===== src/pew_pkg.sv =====
// Purpose: Constants and types for the parallel EEPROM host controller
// Assumes: 50 MHz core clock, 8-bit data, 13-bit address, 32-byte page
// Notes: Command words of the lock protocol are plain defaults, set per board
package pew_pkg;
  localparam int CLK_MHZ = 50;
  localparam int AW = 13;
  localparam int DW = 8;
  localparam int PAGE_BYTES = 32;
  localparam int PAGE_LSB = 5;
  localparam int TOP_BIT = 7;
  localparam int NEXT_TOP_BIT = 6;
  // Times in their own units
  localparam int PROGRAM_TIME_MS = 5;
  localparam int LOCKOUT_MAX_MS = 10;
  localparam int WINDOW_MIN_NS = 50;
  localparam int WINDOW_MAX_US = 100;
  localparam int PULSE_MIN_NS = 150;
  localparam int READ_ACCESS_NS = 250;
  localparam int FLAG_ASSERT_DELAY_NS = 220;
  localparam int GLITCH_NS = 20;
  // Cycle counts (least times round up, longest round down)
  localparam int CYC_NS = 1000 / CLK_MHZ;
  localparam int PULSE_CYC = (PULSE_MIN_NS + CYC_NS - 1) / CYC_NS;
  localparam int ACCESS_CYC = (READ_ACCESS_NS + CYC_NS - 1) / CYC_NS;
  localparam int FLAG_CYC = (FLAG_ASSERT_DELAY_NS + CYC_NS - 1) / CYC_NS;
  localparam int GAP_CYC = (WINDOW_MIN_NS + CYC_NS - 1) / CYC_NS;
  localparam int WINDOW_CYC = WINDOW_MAX_US * CLK_MHZ;
  localparam int PROGRAM_CYC = PROGRAM_TIME_MS * 1000 * CLK_MHZ;
  localparam int LOCKOUT_CYC = LOCKOUT_MAX_MS * 1000 * CLK_MHZ;
  localparam int CW = 24;
  // Lock protocol command words, arbitrary defaults
  localparam logic [AW-1:0] CMD_ADDR_A = 13'h1555;
  localparam logic [AW-1:0] CMD_ADDR_B = 13'h0aaa;
  localparam logic [DW-1:0] CMD_DATA_A = 8'haa;
  localparam logic [DW-1:0] CMD_DATA_B = 8'h55;
  localparam logic [DW-1:0] CMD_DATA_LOCK = 8'ha0;
  localparam logic [DW-1:0] CMD_DATA_UNLK1 = 8'h80;
  localparam logic [DW-1:0] CMD_DATA_UNLK2 = 8'h20;
  localparam int LOCK_STEPS = 3;
  localparam int UNLK_STEPS = 6;
  typedef enum logic [1:0] {PEW_OP_READ, PEW_OP_WRITE, PEW_OP_LOCK, PEW_OP_UNLOCK} pew_op_e;
endpackage


===== src/pew_buf_if.sv =====
`timescale 1ns/1ps
// Purpose: Carrier between the controller and its page buffer
// Assumes: One clock, single writer
// Notes: Read data is registered inside the buffer
interface pew_buf_if;
  import pew_pkg::*;
  logic wr_en;
  logic [PAGE_LSB-1:0] wr_idx;
  logic [PAGE_LSB-1:0] rd_idx;
  logic [DW-1:0] wr_data;
  logic [DW-1:0] rd_data;
  modport ctl (output wr_en, wr_idx, rd_idx, wr_data, input rd_data);
  modport mem (input wr_en, wr_idx, rd_idx, wr_data, output rd_data);
endinterface


===== src/pew_page_mem.sv =====
`timescale 1ns/1ps
// Purpose: 32-byte staging memory for page loads
// Assumes: Contents matter only between fill and drain
// Notes: Registered read port, one cycle latency
module pew_page_mem (
  // Clock
  input wire logic core_clk,
  // Access
  pew_buf_if.mem bus
);
  import pew_pkg::*;
  logic [DW-1:0] mem_reg [PAGE_BYTES];
  logic [DW-1:0] rd_reg;
  always_ff @(posedge core_clk) begin
    if (bus.wr_en) begin
      mem_reg[bus.wr_idx] <= bus.wr_data;
    end
    rd_reg <= mem_reg[bus.rd_idx];
  end
  assign bus.rd_data = rd_reg;
endmodule // pew_page_mem


===== src/pew_host.sv =====
`timescale 1ns/1ps
// Purpose: Host controller driving a parallel EEPROM through its pins
// Assumes: Device pins asynchronous; data bus split into in, out and enable
// Notes: End of write is taken from the busy pin, a program-time timeout as a backstop
// Overview of operation
// Read: strobe high, gate and select low
// Device floats bus when gate or select high
// Write needs select, strobe low, gate high
// Address held through the later falling edge
// Data held through the first rising edge
// Byte programming completes within program time
// Page load takes one to thirty-two bytes
// Page number from upper bits, last edge
// Byte within page from low five bits
// Device timer restarts each rising strobe edge
// Next load inside window, then strobe high
// Only loaded bytes of page change
// Polling returns inverted top bit while busy
// Next-top bit toggles each read while busy
// Open-drain busy pin low during programming
// Strobe pulses under glitch width are ignored
// Writes blocked during power-up lockout
// Writes inhibited by gate low, select/strobe high
// Lock: three command writes, page timing
// Lock persists over power cycles
// Unlock: six command writes return normal mode
// Device ships unlocked
// Locked device drops unprefixed writes
// Command words are configurable constants
module pew_host #(
  parameter int PROGRAM_CYCLES = pew_pkg::PROGRAM_CYC,
  parameter int LOCKOUT_CYCLES = pew_pkg::LOCKOUT_CYC,
  parameter int WINDOW_CYCLES = pew_pkg::WINDOW_CYC
) (
  // Clock and reset
  input wire logic core_clk,
  input wire logic rstn,
  // User command port
  input wire logic req_valid,
  output logic req_ready,
  input wire pew_pkg::pew_op_e req_op,
  input wire logic [pew_pkg::AW-1:0] req_addr,
  input wire logic [5:0] req_len,
  input wire logic locked_mode,
  // Page fill port, bytes staged before a write request
  input wire logic fill_valid,
  input wire logic [pew_pkg::PAGE_LSB-1:0] fill_idx,
  input wire logic [pew_pkg::DW-1:0] fill_data,
  // Answer
  output logic rsp_valid,
  output logic [pew_pkg::DW-1:0] rsp_data,
  output logic rsp_timeout,
  // Device pins
  output logic [pew_pkg::AW-1:0] mem_addr,
  output logic chip_sel_n,
  output logic out_gate_n,
  output logic wr_strobe_n,
  input wire logic [pew_pkg::DW-1:0] data_in,
  output logic [pew_pkg::DW-1:0] data_out,
  output logic data_oe,
  input wire logic ready_n_busy
);
  import pew_pkg::*;
  typedef enum {S_LOCKOUT, S_IDLE, S_RD, S_WLOW, S_WHIGH, S_SETTLE, S_POLL} pew_state_e;
  typedef struct packed {
    pew_state_e st;
    logic [CW-1:0] cnt;
    logic [CW-1:0] wait_cnt;
    logic [5:0] step;
    logic [5:0] nsteps;
    logic [AW-1:0] addr;
    logic [AW-1:0] base;
    logic [DW-1:0] dout;
    logic [DW-1:0] last;
    logic ce_n, oe_n, we_n, oe, rv, to;
    logic [DW-1:0] rdata;
    logic is_write;
  } pew_state_s;
  pew_state_s s_reg, s_next;
  logic rst_m, rst_s;
  logic [DW-1:0] din_m, din_s;
  logic busy_m, busy_s;
  pew_buf_if buf_bus();
  pew_page_mem u_mem (.core_clk(core_clk), .bus(buf_bus));
  always_ff @(posedge core_clk or negedge rstn) begin
    if (!rstn) begin
      rst_m <= 1'b0;
      rst_s <= 1'b0;
    end else begin
      rst_m <= 1'b1;
      rst_s <= rst_m;
    end
  end
  // Pins are asynchronous: two stages before use
  always_ff @(posedge core_clk or negedge rst_s) begin
    if (!rst_s) begin
      din_m <= 8'h00;
      din_s <= 8'h00;
      busy_m <= 1'b1;
      busy_s <= 1'b1;
    end else begin
      din_m <= data_in;
      din_s <= din_m;
      busy_m <= ready_n_busy;
      busy_s <= busy_m;
    end
  end
  assign buf_bus.wr_en = fill_valid;
  assign buf_bus.wr_idx = fill_idx;
  assign buf_bus.wr_data = fill_data;
  // Command prefix steps come first, then the payload bytes
  function automatic logic [AW+DW-1:0] cmd_word(input pew_op_e op, input logic [5:0] k);
    logic [DW-1:0] d;
    d = CMD_DATA_A;
    if (k == 6'd1 || k == 6'd4) d = CMD_DATA_B;
    if (k == 6'd2) d = (op == PEW_OP_UNLOCK) ? CMD_DATA_UNLK1 : CMD_DATA_LOCK;
    if (k == 6'd5) d = CMD_DATA_UNLK2;
    return {(k == 6'd1 || k == 6'd4) ? CMD_ADDR_B : CMD_ADDR_A, d};
  endfunction
  pew_op_e req_op_q;
  logic prefix;
  logic [5:0] pre_n;
  always_comb begin
    s_next = s_reg;
    s_next.rv = 1'b0;
    pre_n = (s_reg.is_write && locked_mode) ? 6'(LOCK_STEPS) : 6'd0;
    if (s_reg.nsteps == 6'(UNLK_STEPS) && !s_reg.is_write) pre_n = 6'(UNLK_STEPS);
    if (s_reg.nsteps == 6'(LOCK_STEPS) && !s_reg.is_write) pre_n = 6'(LOCK_STEPS);
    prefix = s_reg.step < pre_n;
    buf_bus.rd_idx = PAGE_LSB'(s_reg.step - pre_n);
    unique case (s_reg.st)
      S_LOCKOUT: begin
        s_next.cnt = s_reg.cnt + 1'b1;
        if (s_reg.cnt >= CW'(LOCKOUT_CYCLES)) s_next.st = S_IDLE;
      end
      S_IDLE: begin
        // Stale step counts of the last command must not pick the first payload byte
        buf_bus.rd_idx = '0;
        s_next.cnt = '0;
        s_next.step = '0;
        if (req_valid) begin
          s_next.addr = req_addr;
          s_next.base = req_addr;
          s_next.to = 1'b0;
          s_next.is_write = (req_op == PEW_OP_WRITE);
          if (req_op == PEW_OP_READ) begin
            s_next.ce_n = 1'b0;
            s_next.oe_n = 1'b0;
            s_next.st = S_RD;
          end else begin
            s_next.nsteps = (req_op == PEW_OP_WRITE) ? req_len :
              (req_op == PEW_OP_LOCK) ? 6'(LOCK_STEPS) : 6'(UNLK_STEPS);
            if (req_op == PEW_OP_WRITE && req_len == 6'd0) s_next.nsteps = 6'd1;
            if (req_op == PEW_OP_WRITE && locked_mode) begin
              s_next.nsteps = s_next.nsteps + 6'(LOCK_STEPS);
            end
            s_next.st = S_SETTLE;
            s_next.oe_n = 1'b1;
          end
        end
      end
      S_RD: begin
        s_next.cnt = s_reg.cnt + 1'b1;
        if (s_reg.cnt == CW'(ACCESS_CYC + 2)) begin
          s_next.rdata = din_s;
          s_next.rv = 1'b1;
          s_next.ce_n = 1'b1;
          s_next.oe_n = 1'b1;
          s_next.st = S_IDLE;
        end
      end
      S_SETTLE: begin
        // Gate is high and buffer read data has landed before the strobe falls
        {s_next.addr, s_next.dout} = prefix ? cmd_word(req_op_q, s_reg.step) :
          {s_reg.base[AW-1:PAGE_LSB], PAGE_LSB'(s_reg.step - pre_n), buf_bus.rd_data};
        s_next.ce_n = 1'b0;
        s_next.we_n = 1'b0;
        s_next.oe = 1'b1;
        s_next.cnt = '0;
        s_next.st = S_WLOW;
      end
      S_WLOW: begin
        s_next.cnt = s_reg.cnt + 1'b1;
        if (s_reg.cnt == CW'(PULSE_CYC)) begin
          s_next.we_n = 1'b1;
          s_next.ce_n = 1'b1;
          s_next.last = s_reg.dout;
          s_next.cnt = '0;
          s_next.step = s_reg.step + 1'b1;
          s_next.st = S_WHIGH;
        end
      end
      S_WHIGH: begin
        s_next.cnt = s_reg.cnt + 1'b1;
        s_next.oe = 1'b0;
        if (s_reg.step != s_reg.nsteps && s_reg.cnt >= CW'(GAP_CYC)) begin
          s_next.st = S_SETTLE;
        end else if (s_reg.step == s_reg.nsteps && s_reg.cnt == CW'(WINDOW_CYCLES)) begin
          s_next.cnt = '0;
          s_next.wait_cnt = '0;
          s_next.st = S_POLL;
        end
      end
      S_POLL: begin
        // Busy pin is low while programming; it asserts within the flag delay
        s_next.wait_cnt = s_reg.wait_cnt + 1'b1;
        if (s_reg.wait_cnt > CW'(FLAG_CYC + 2) && busy_s) begin
          s_next.rv = 1'b1;
          s_next.rdata = s_reg.last;
          s_next.st = S_IDLE;
        end else if (s_reg.wait_cnt >= CW'(PROGRAM_CYCLES)) begin
          s_next.to = 1'b1;
          s_next.rv = 1'b1;
          s_next.st = S_IDLE;
        end
      end
      default: s_next.st = S_IDLE;
    endcase
  end
  always_ff @(posedge core_clk or negedge rst_s) begin
    if (!rst_s) begin
      req_op_q <= PEW_OP_READ;
    end else if (s_reg.st == S_IDLE && req_valid) begin
      req_op_q <= req_op;
    end
  end
  always_ff @(posedge core_clk or negedge rst_s) begin
    if (!rst_s) begin
      s_reg <= '{st: S_LOCKOUT, ce_n: 1'b1, oe_n: 1'b1, we_n: 1'b1, default: '0};
    end else begin
      s_reg <= s_next;
    end
  end
  assign req_ready = (s_reg.st == S_IDLE);
  assign rsp_valid = s_reg.rv;
  assign rsp_data = s_reg.rdata;
  assign rsp_timeout = s_reg.to;
  assign mem_addr = s_reg.addr;
  assign chip_sel_n = s_reg.ce_n;
  assign out_gate_n = s_reg.oe_n;
  assign wr_strobe_n = s_reg.we_n;
  assign data_out = s_reg.dout;
  assign data_oe = s_reg.oe;
endmodule // pew_host


===== config.mk =====
export PLATFORM = sky130hd
export DESIGN_NAME = pew_host
export DESIGN_NICKNAME = d
export VERILOG_FILES = /design/src/pew_pkg.sv /design/src/pew_buf_if.sv /design/src/pew_page_mem.sv /design/src/pew_host.sv
export SDC_FILE = /design/constraint.sdc
export NUM_CORES = 1
export LEC_CHECK = 0
export BUFFER_PORTS_ARGS = -buffer_cell sky130_fd_sc_hd__buf_2
export CORE_MARGIN = 5
export CORE_UTILIZATION = 60
export CTS_BUF_LIST = sky130_fd_sc_hd__clkbuf_4 sky130_fd_sc_hd__clkbuf_8
export DETAILED_ROUTE_END_ITERATION = 10
export HOLD_SLACK_MARGIN = 0.15
export PLACE_DENSITY = 0.77
export SETUP_SLACK_MARGIN = 0.05
export SLEW_MARGIN = 25
export SYNTH_ARGS = -nofsm -noshare
export SYNTH_HDL_FRONTEND = slang
export SYNTH_HIERARCHICAL = 1
export SYNTH_SLANG_ARGS = --single-unit

===== constraint.sdc =====
create_clock -name core_clk -period 6.79 [get_ports core_clk]
set_clock_uncertainty 0.15 [all_clocks]
set_input_delay 1.358 -clock core_clk [delete_from_list [all_inputs] [get_ports core_clk]]
set_output_delay 1.358 -clock core_clk [all_outputs]
set_load 0.1 [all_outputs]

==> flow_summary.toml <==
[floorplan]
floorplan.die_area_um2 = 32000
fp.dieH_um = 179
floorplan.initialDensity_pct = 61.2
placement_rows = 61
die_width_um = 179
design.portCount = 84
coreArea_um2 = 27900

[routing]
route.final.wire_length_um = 36400
drt_drc_violations_left = 0
firstDrtPassIters = 5
drtIter0Drc = 974
ant_nets = 0
wl_per_cell_um = 21.5
route.vias.total = 10009
viasPerCell = 5.93

[global_routing]
grt_pass1_vias = 10017
maximum_number_of_pins_on_one_net_before_global_route_repair = 77
grt_first_pass_wirelength_um = 56100
grt_util_all_layers_pct = 23.0
grt_antenna_before_repair = 1
grt_remaining_overflow = 0

[placement]
globalplace.congestion = 0.863
place.detailed.hpwl_um = 22800
io_buffer_count = 83
dp.cells = 1576

[yosys]
ys.flop_type = "sky130_fd_sc_hd__edfxtp_1"
postSynth.asyncResetShare_pct = 34.2
ys_top_cells_by_area = "sky130_fd_sc_hd__edfxtp_1 45%, sky130_fd_sc_hd__dfrtp_1 19%, sky130_fd_sc_hd__mux4_2 11%, sky130_fd_sc_hd__nand2_1 3.1%, sky130_fd_sc_hd__nor2_1 2.7%"
synth_largest_type_area_fraction_pct = 44.9
synth-seq-area-share_pct = 66.0
area_of_the_mapped_netlist_um2 = 17100
ys_types = 63
synth_edf_count = 256
syn-mean-instance-area_um2 = 14.4
synthDominantAreaCellType = "sky130_fd_sc_hd__edfxtp_1"
ys_warn_count = 6
synthesized_instance_count = 1188
syn_nets = 1251
synth_seq_cells = 401

[sta]
finalSetupViolations = 0
finalWorstPathRequiredPeriod_ns = 4.35
max_freq_mhz = 230
hold_ws_ns = 0.199
final_max_slew_viol_count = 0
crit_share_post_route_pct = 64.0
final_hold_vios = 0
setup-tns-final_ns = 0
rsz0062_at_grt = "no"
max-slew-margin-rel_pct = 25.1
worst_slew_pin_slew_ns = 1.12

[cells_and_area]
number_of_flip_flops_in_the_largest_register = 256
ff_latch_area_um2 = 11300
nets = 1324
instances_no_fill = 1688
layout_cells_sized_above_1_pct = 26.0
antenna_cells_inserted = 0
multi_input_area_um2 = 5350
area.growth.synth_to_final_pct = 10.6
nFillCells = 1941

[job]
timing.max_cap.violations = 0

[pwr]
power_mw = 4.73
seq_power_share_pct = 55.9
internal_power_mw = 3.75
pwr-share-comb_pct = 1.9
vdd.ir_drop.worst_mv = 0.238
clock_power_share_pct = 42.2
cellPowerDensity_nw_per_um2 = 250
power_leakage_nw = 7.22
p_switching_mw = 0.980
power_switching_share_pct = 20.7

[clock_tree]
path_clk_slew_ns = 0.06
cts-root-to-sink-buffers = 3
post_cts_resized = 0
cts_root_buf = "sky130_fd_sc_hd__clkbuf_8"
clock_tree_from_tritoncts = "built"
cts-htree-levels = 2
clock_latency_ns = 0.61
cts_made_buffers = 61
post-cts-setup-buffers = 0
cts.sinks = 401
holdBufCountCts = 0

[setup_path]
crit_path_top_delay_cell = "sky130_fd_sc_hd__buf_4"
worst-endpoint-arrival_ns = 4.70
crit_type = "in2reg"
cp_data_required_time_ns = 7.14
critPathMostFrequentCell = "sky130_fd_sc_hd__mux4_2"
critical_path_peak_fanout = 64
start_kind = "primary input"
crit_chain = "buf_2 > a32oi_1 > inv_1 > ha_1 > fa_1 > xor2_1 > nor2_4 > buf_4 > mux4_2 > mux4_2 > mux2_2"
critical_path.endpoint_type = "flop"
crit_path_max_incr_delay_ns = 0.69

[min_path]
min-delay-path-class = "reg2reg"

[outcome]
run_status = "complete, no violations"
[cell type report]
class | count | share of cell area (%)
flip-flops and latches | 401 | 59.6
multi-input cells | 688 | 28.3
clock buffers | 92 | 5.93
repair buffers | 91 | 2.60
well taps | 378 | 2.50
clock inverters | 20 | 0.721
inverters | 18 | 0.357
[metrics by stage]
step | setup slack [ns] | area (um^2) | utilization, %
finish | 2.44 | 18900 | 67.7
global route | 2.34 | 18900 | 67.7
CTS | 2.47 | 18900 | 67.7
detailed placement | 1.83 | 17600 | 63.2
global placement | 1.88 | 17600 | 63.1
floorplan | 2.37 | 17100 | -
[final timing paths]
| kind | from | to | slack [ns] | depth (start not counted) |
|---|---|---|---|---|
| worst max-delay path | locked_mode | u_mem/bus.rd_data[3] | 2.44 | 11 |
| worst min-delay path | din_m[1] | din_s[1] | 0.20 | 0 |
| worst max register to register | s_reg[57] | u_mem/bus.rd_data[3] | 2.78 | 11 |
| worst min register to register | din_m[1] | din_s[1] | 0.20 | 0 |
| max in group asynchronous | rst_s | rsp_data[2] | 5.07 | 1 |
| min in group asynchronous | rst_s | s_reg[100] | 0.25 | 0 |
[cells by family after synthesis]
logic type | share of synthesized area, %
XOR/XNOR | 3.02
other | 0.0219
adder cells (fa/ha/maj) | 1.14
flip-flops | 66.0
AND/OR/NAND/NOR | 11.1
buffers and inverters | 3.14
AO/OA/AOI/OAI | 3.79
multiplexers | 11.8
[layout by cell type (no fill, tap or decap), drive strengths merged, types with 18 or more instances in the layout]
master and n:
edfxtp 256, nand2 140, nor2 133, dfrtp 132, clkbuf 92, buf 91
mux4 80, o21ai 41, a21oi 35, xor2 31, xnor2 28, nand3 27
inv 19, nor3 18, clkinv 18
[critical path, delay by kind of cell]
family | cells | cell delay [ns]
xor gates and xnor gates | 1 | 0.22
AOI/OAI and AO/OA | 1 | 0.24
and+or+nand+nor | 1 | 0.09
buffers and inverters | 3 | 0.91
adders and majority gates | 2 | 0.60
muxes | 3 | 1.23
[power groups by stage]
stage | combinational, mW | sequential (mW) | clock, mW
after floorplan | 0.0307 | 2.69 | 0
after global placement | 0.0861 | 2.69 | 0
after detailed placement | 0.0894 | 2.69 | 0
after CTS | 0.0896 | 2.65 | 2.04
after global routing | 0.0984 | 2.65 | 2.15
final | 0.0900 | 2.65 | 2.00
[routing by layer]
metal / global-route usage (%) / share of wire, %
met2: 37.3 / 48
met5: 0 / 0.036
met1: 32.9 / 41
met4: 6.20 / 1.9
met3: 4.11 / 8.6
[cell usage after synthesis, types with 3 or more instances]
cell and instances:
sky130_fd_sc_hd__a21bo_2 3, sky130_fd_sc_hd__a21oi_1 34, sky130_fd_sc_hd__a31oi_1 3, sky130_fd_sc_hd__and2_1 3
sky130_fd_sc_hd__and3_1 9, sky130_fd_sc_hd__and4_1 3, sky130_fd_sc_hd__buf_1 5, sky130_fd_sc_hd__buf_2 9
sky130_fd_sc_hd__buf_4 35, sky130_fd_sc_hd__buf_6 3, sky130_fd_sc_hd__clkbuf_1 29, sky130_fd_sc_hd__dfrtp_1 132
sky130_fd_sc_hd__dfstp_2 5, sky130_fd_sc_hd__dfxtp_1 8, sky130_fd_sc_hd__edfxtp_1 256, sky130_fd_sc_hd__ha_1 14
sky130_fd_sc_hd__inv_1 18, sky130_fd_sc_hd__mux2_2 17, sky130_fd_sc_hd__mux2i_1 3, sky130_fd_sc_hd__mux4_2 80
sky130_fd_sc_hd__nand2_1 140, sky130_fd_sc_hd__nand2b_1 3, sky130_fd_sc_hd__nand3_1 26, sky130_fd_sc_hd__nand3b_1 7
sky130_fd_sc_hd__nand4_1 13, sky130_fd_sc_hd__nor2_1 123, sky130_fd_sc_hd__nor2_2 10, sky130_fd_sc_hd__nor2b_1 9
sky130_fd_sc_hd__nor3_1 16, sky130_fd_sc_hd__nor4_1 10, sky130_fd_sc_hd__nor4_2 3, sky130_fd_sc_hd__o211ai_1 4
sky130_fd_sc_hd__o21ai_0 40, sky130_fd_sc_hd__o31ai_1 6, sky130_fd_sc_hd__or3_1 10, sky130_fd_sc_hd__or3b_2 3
sky130_fd_sc_hd__or4_1 4, sky130_fd_sc_hd__xnor2_1 28, sky130_fd_sc_hd__xor2_1 31
No activity file was read; power rests on OpenSTA's default activity.
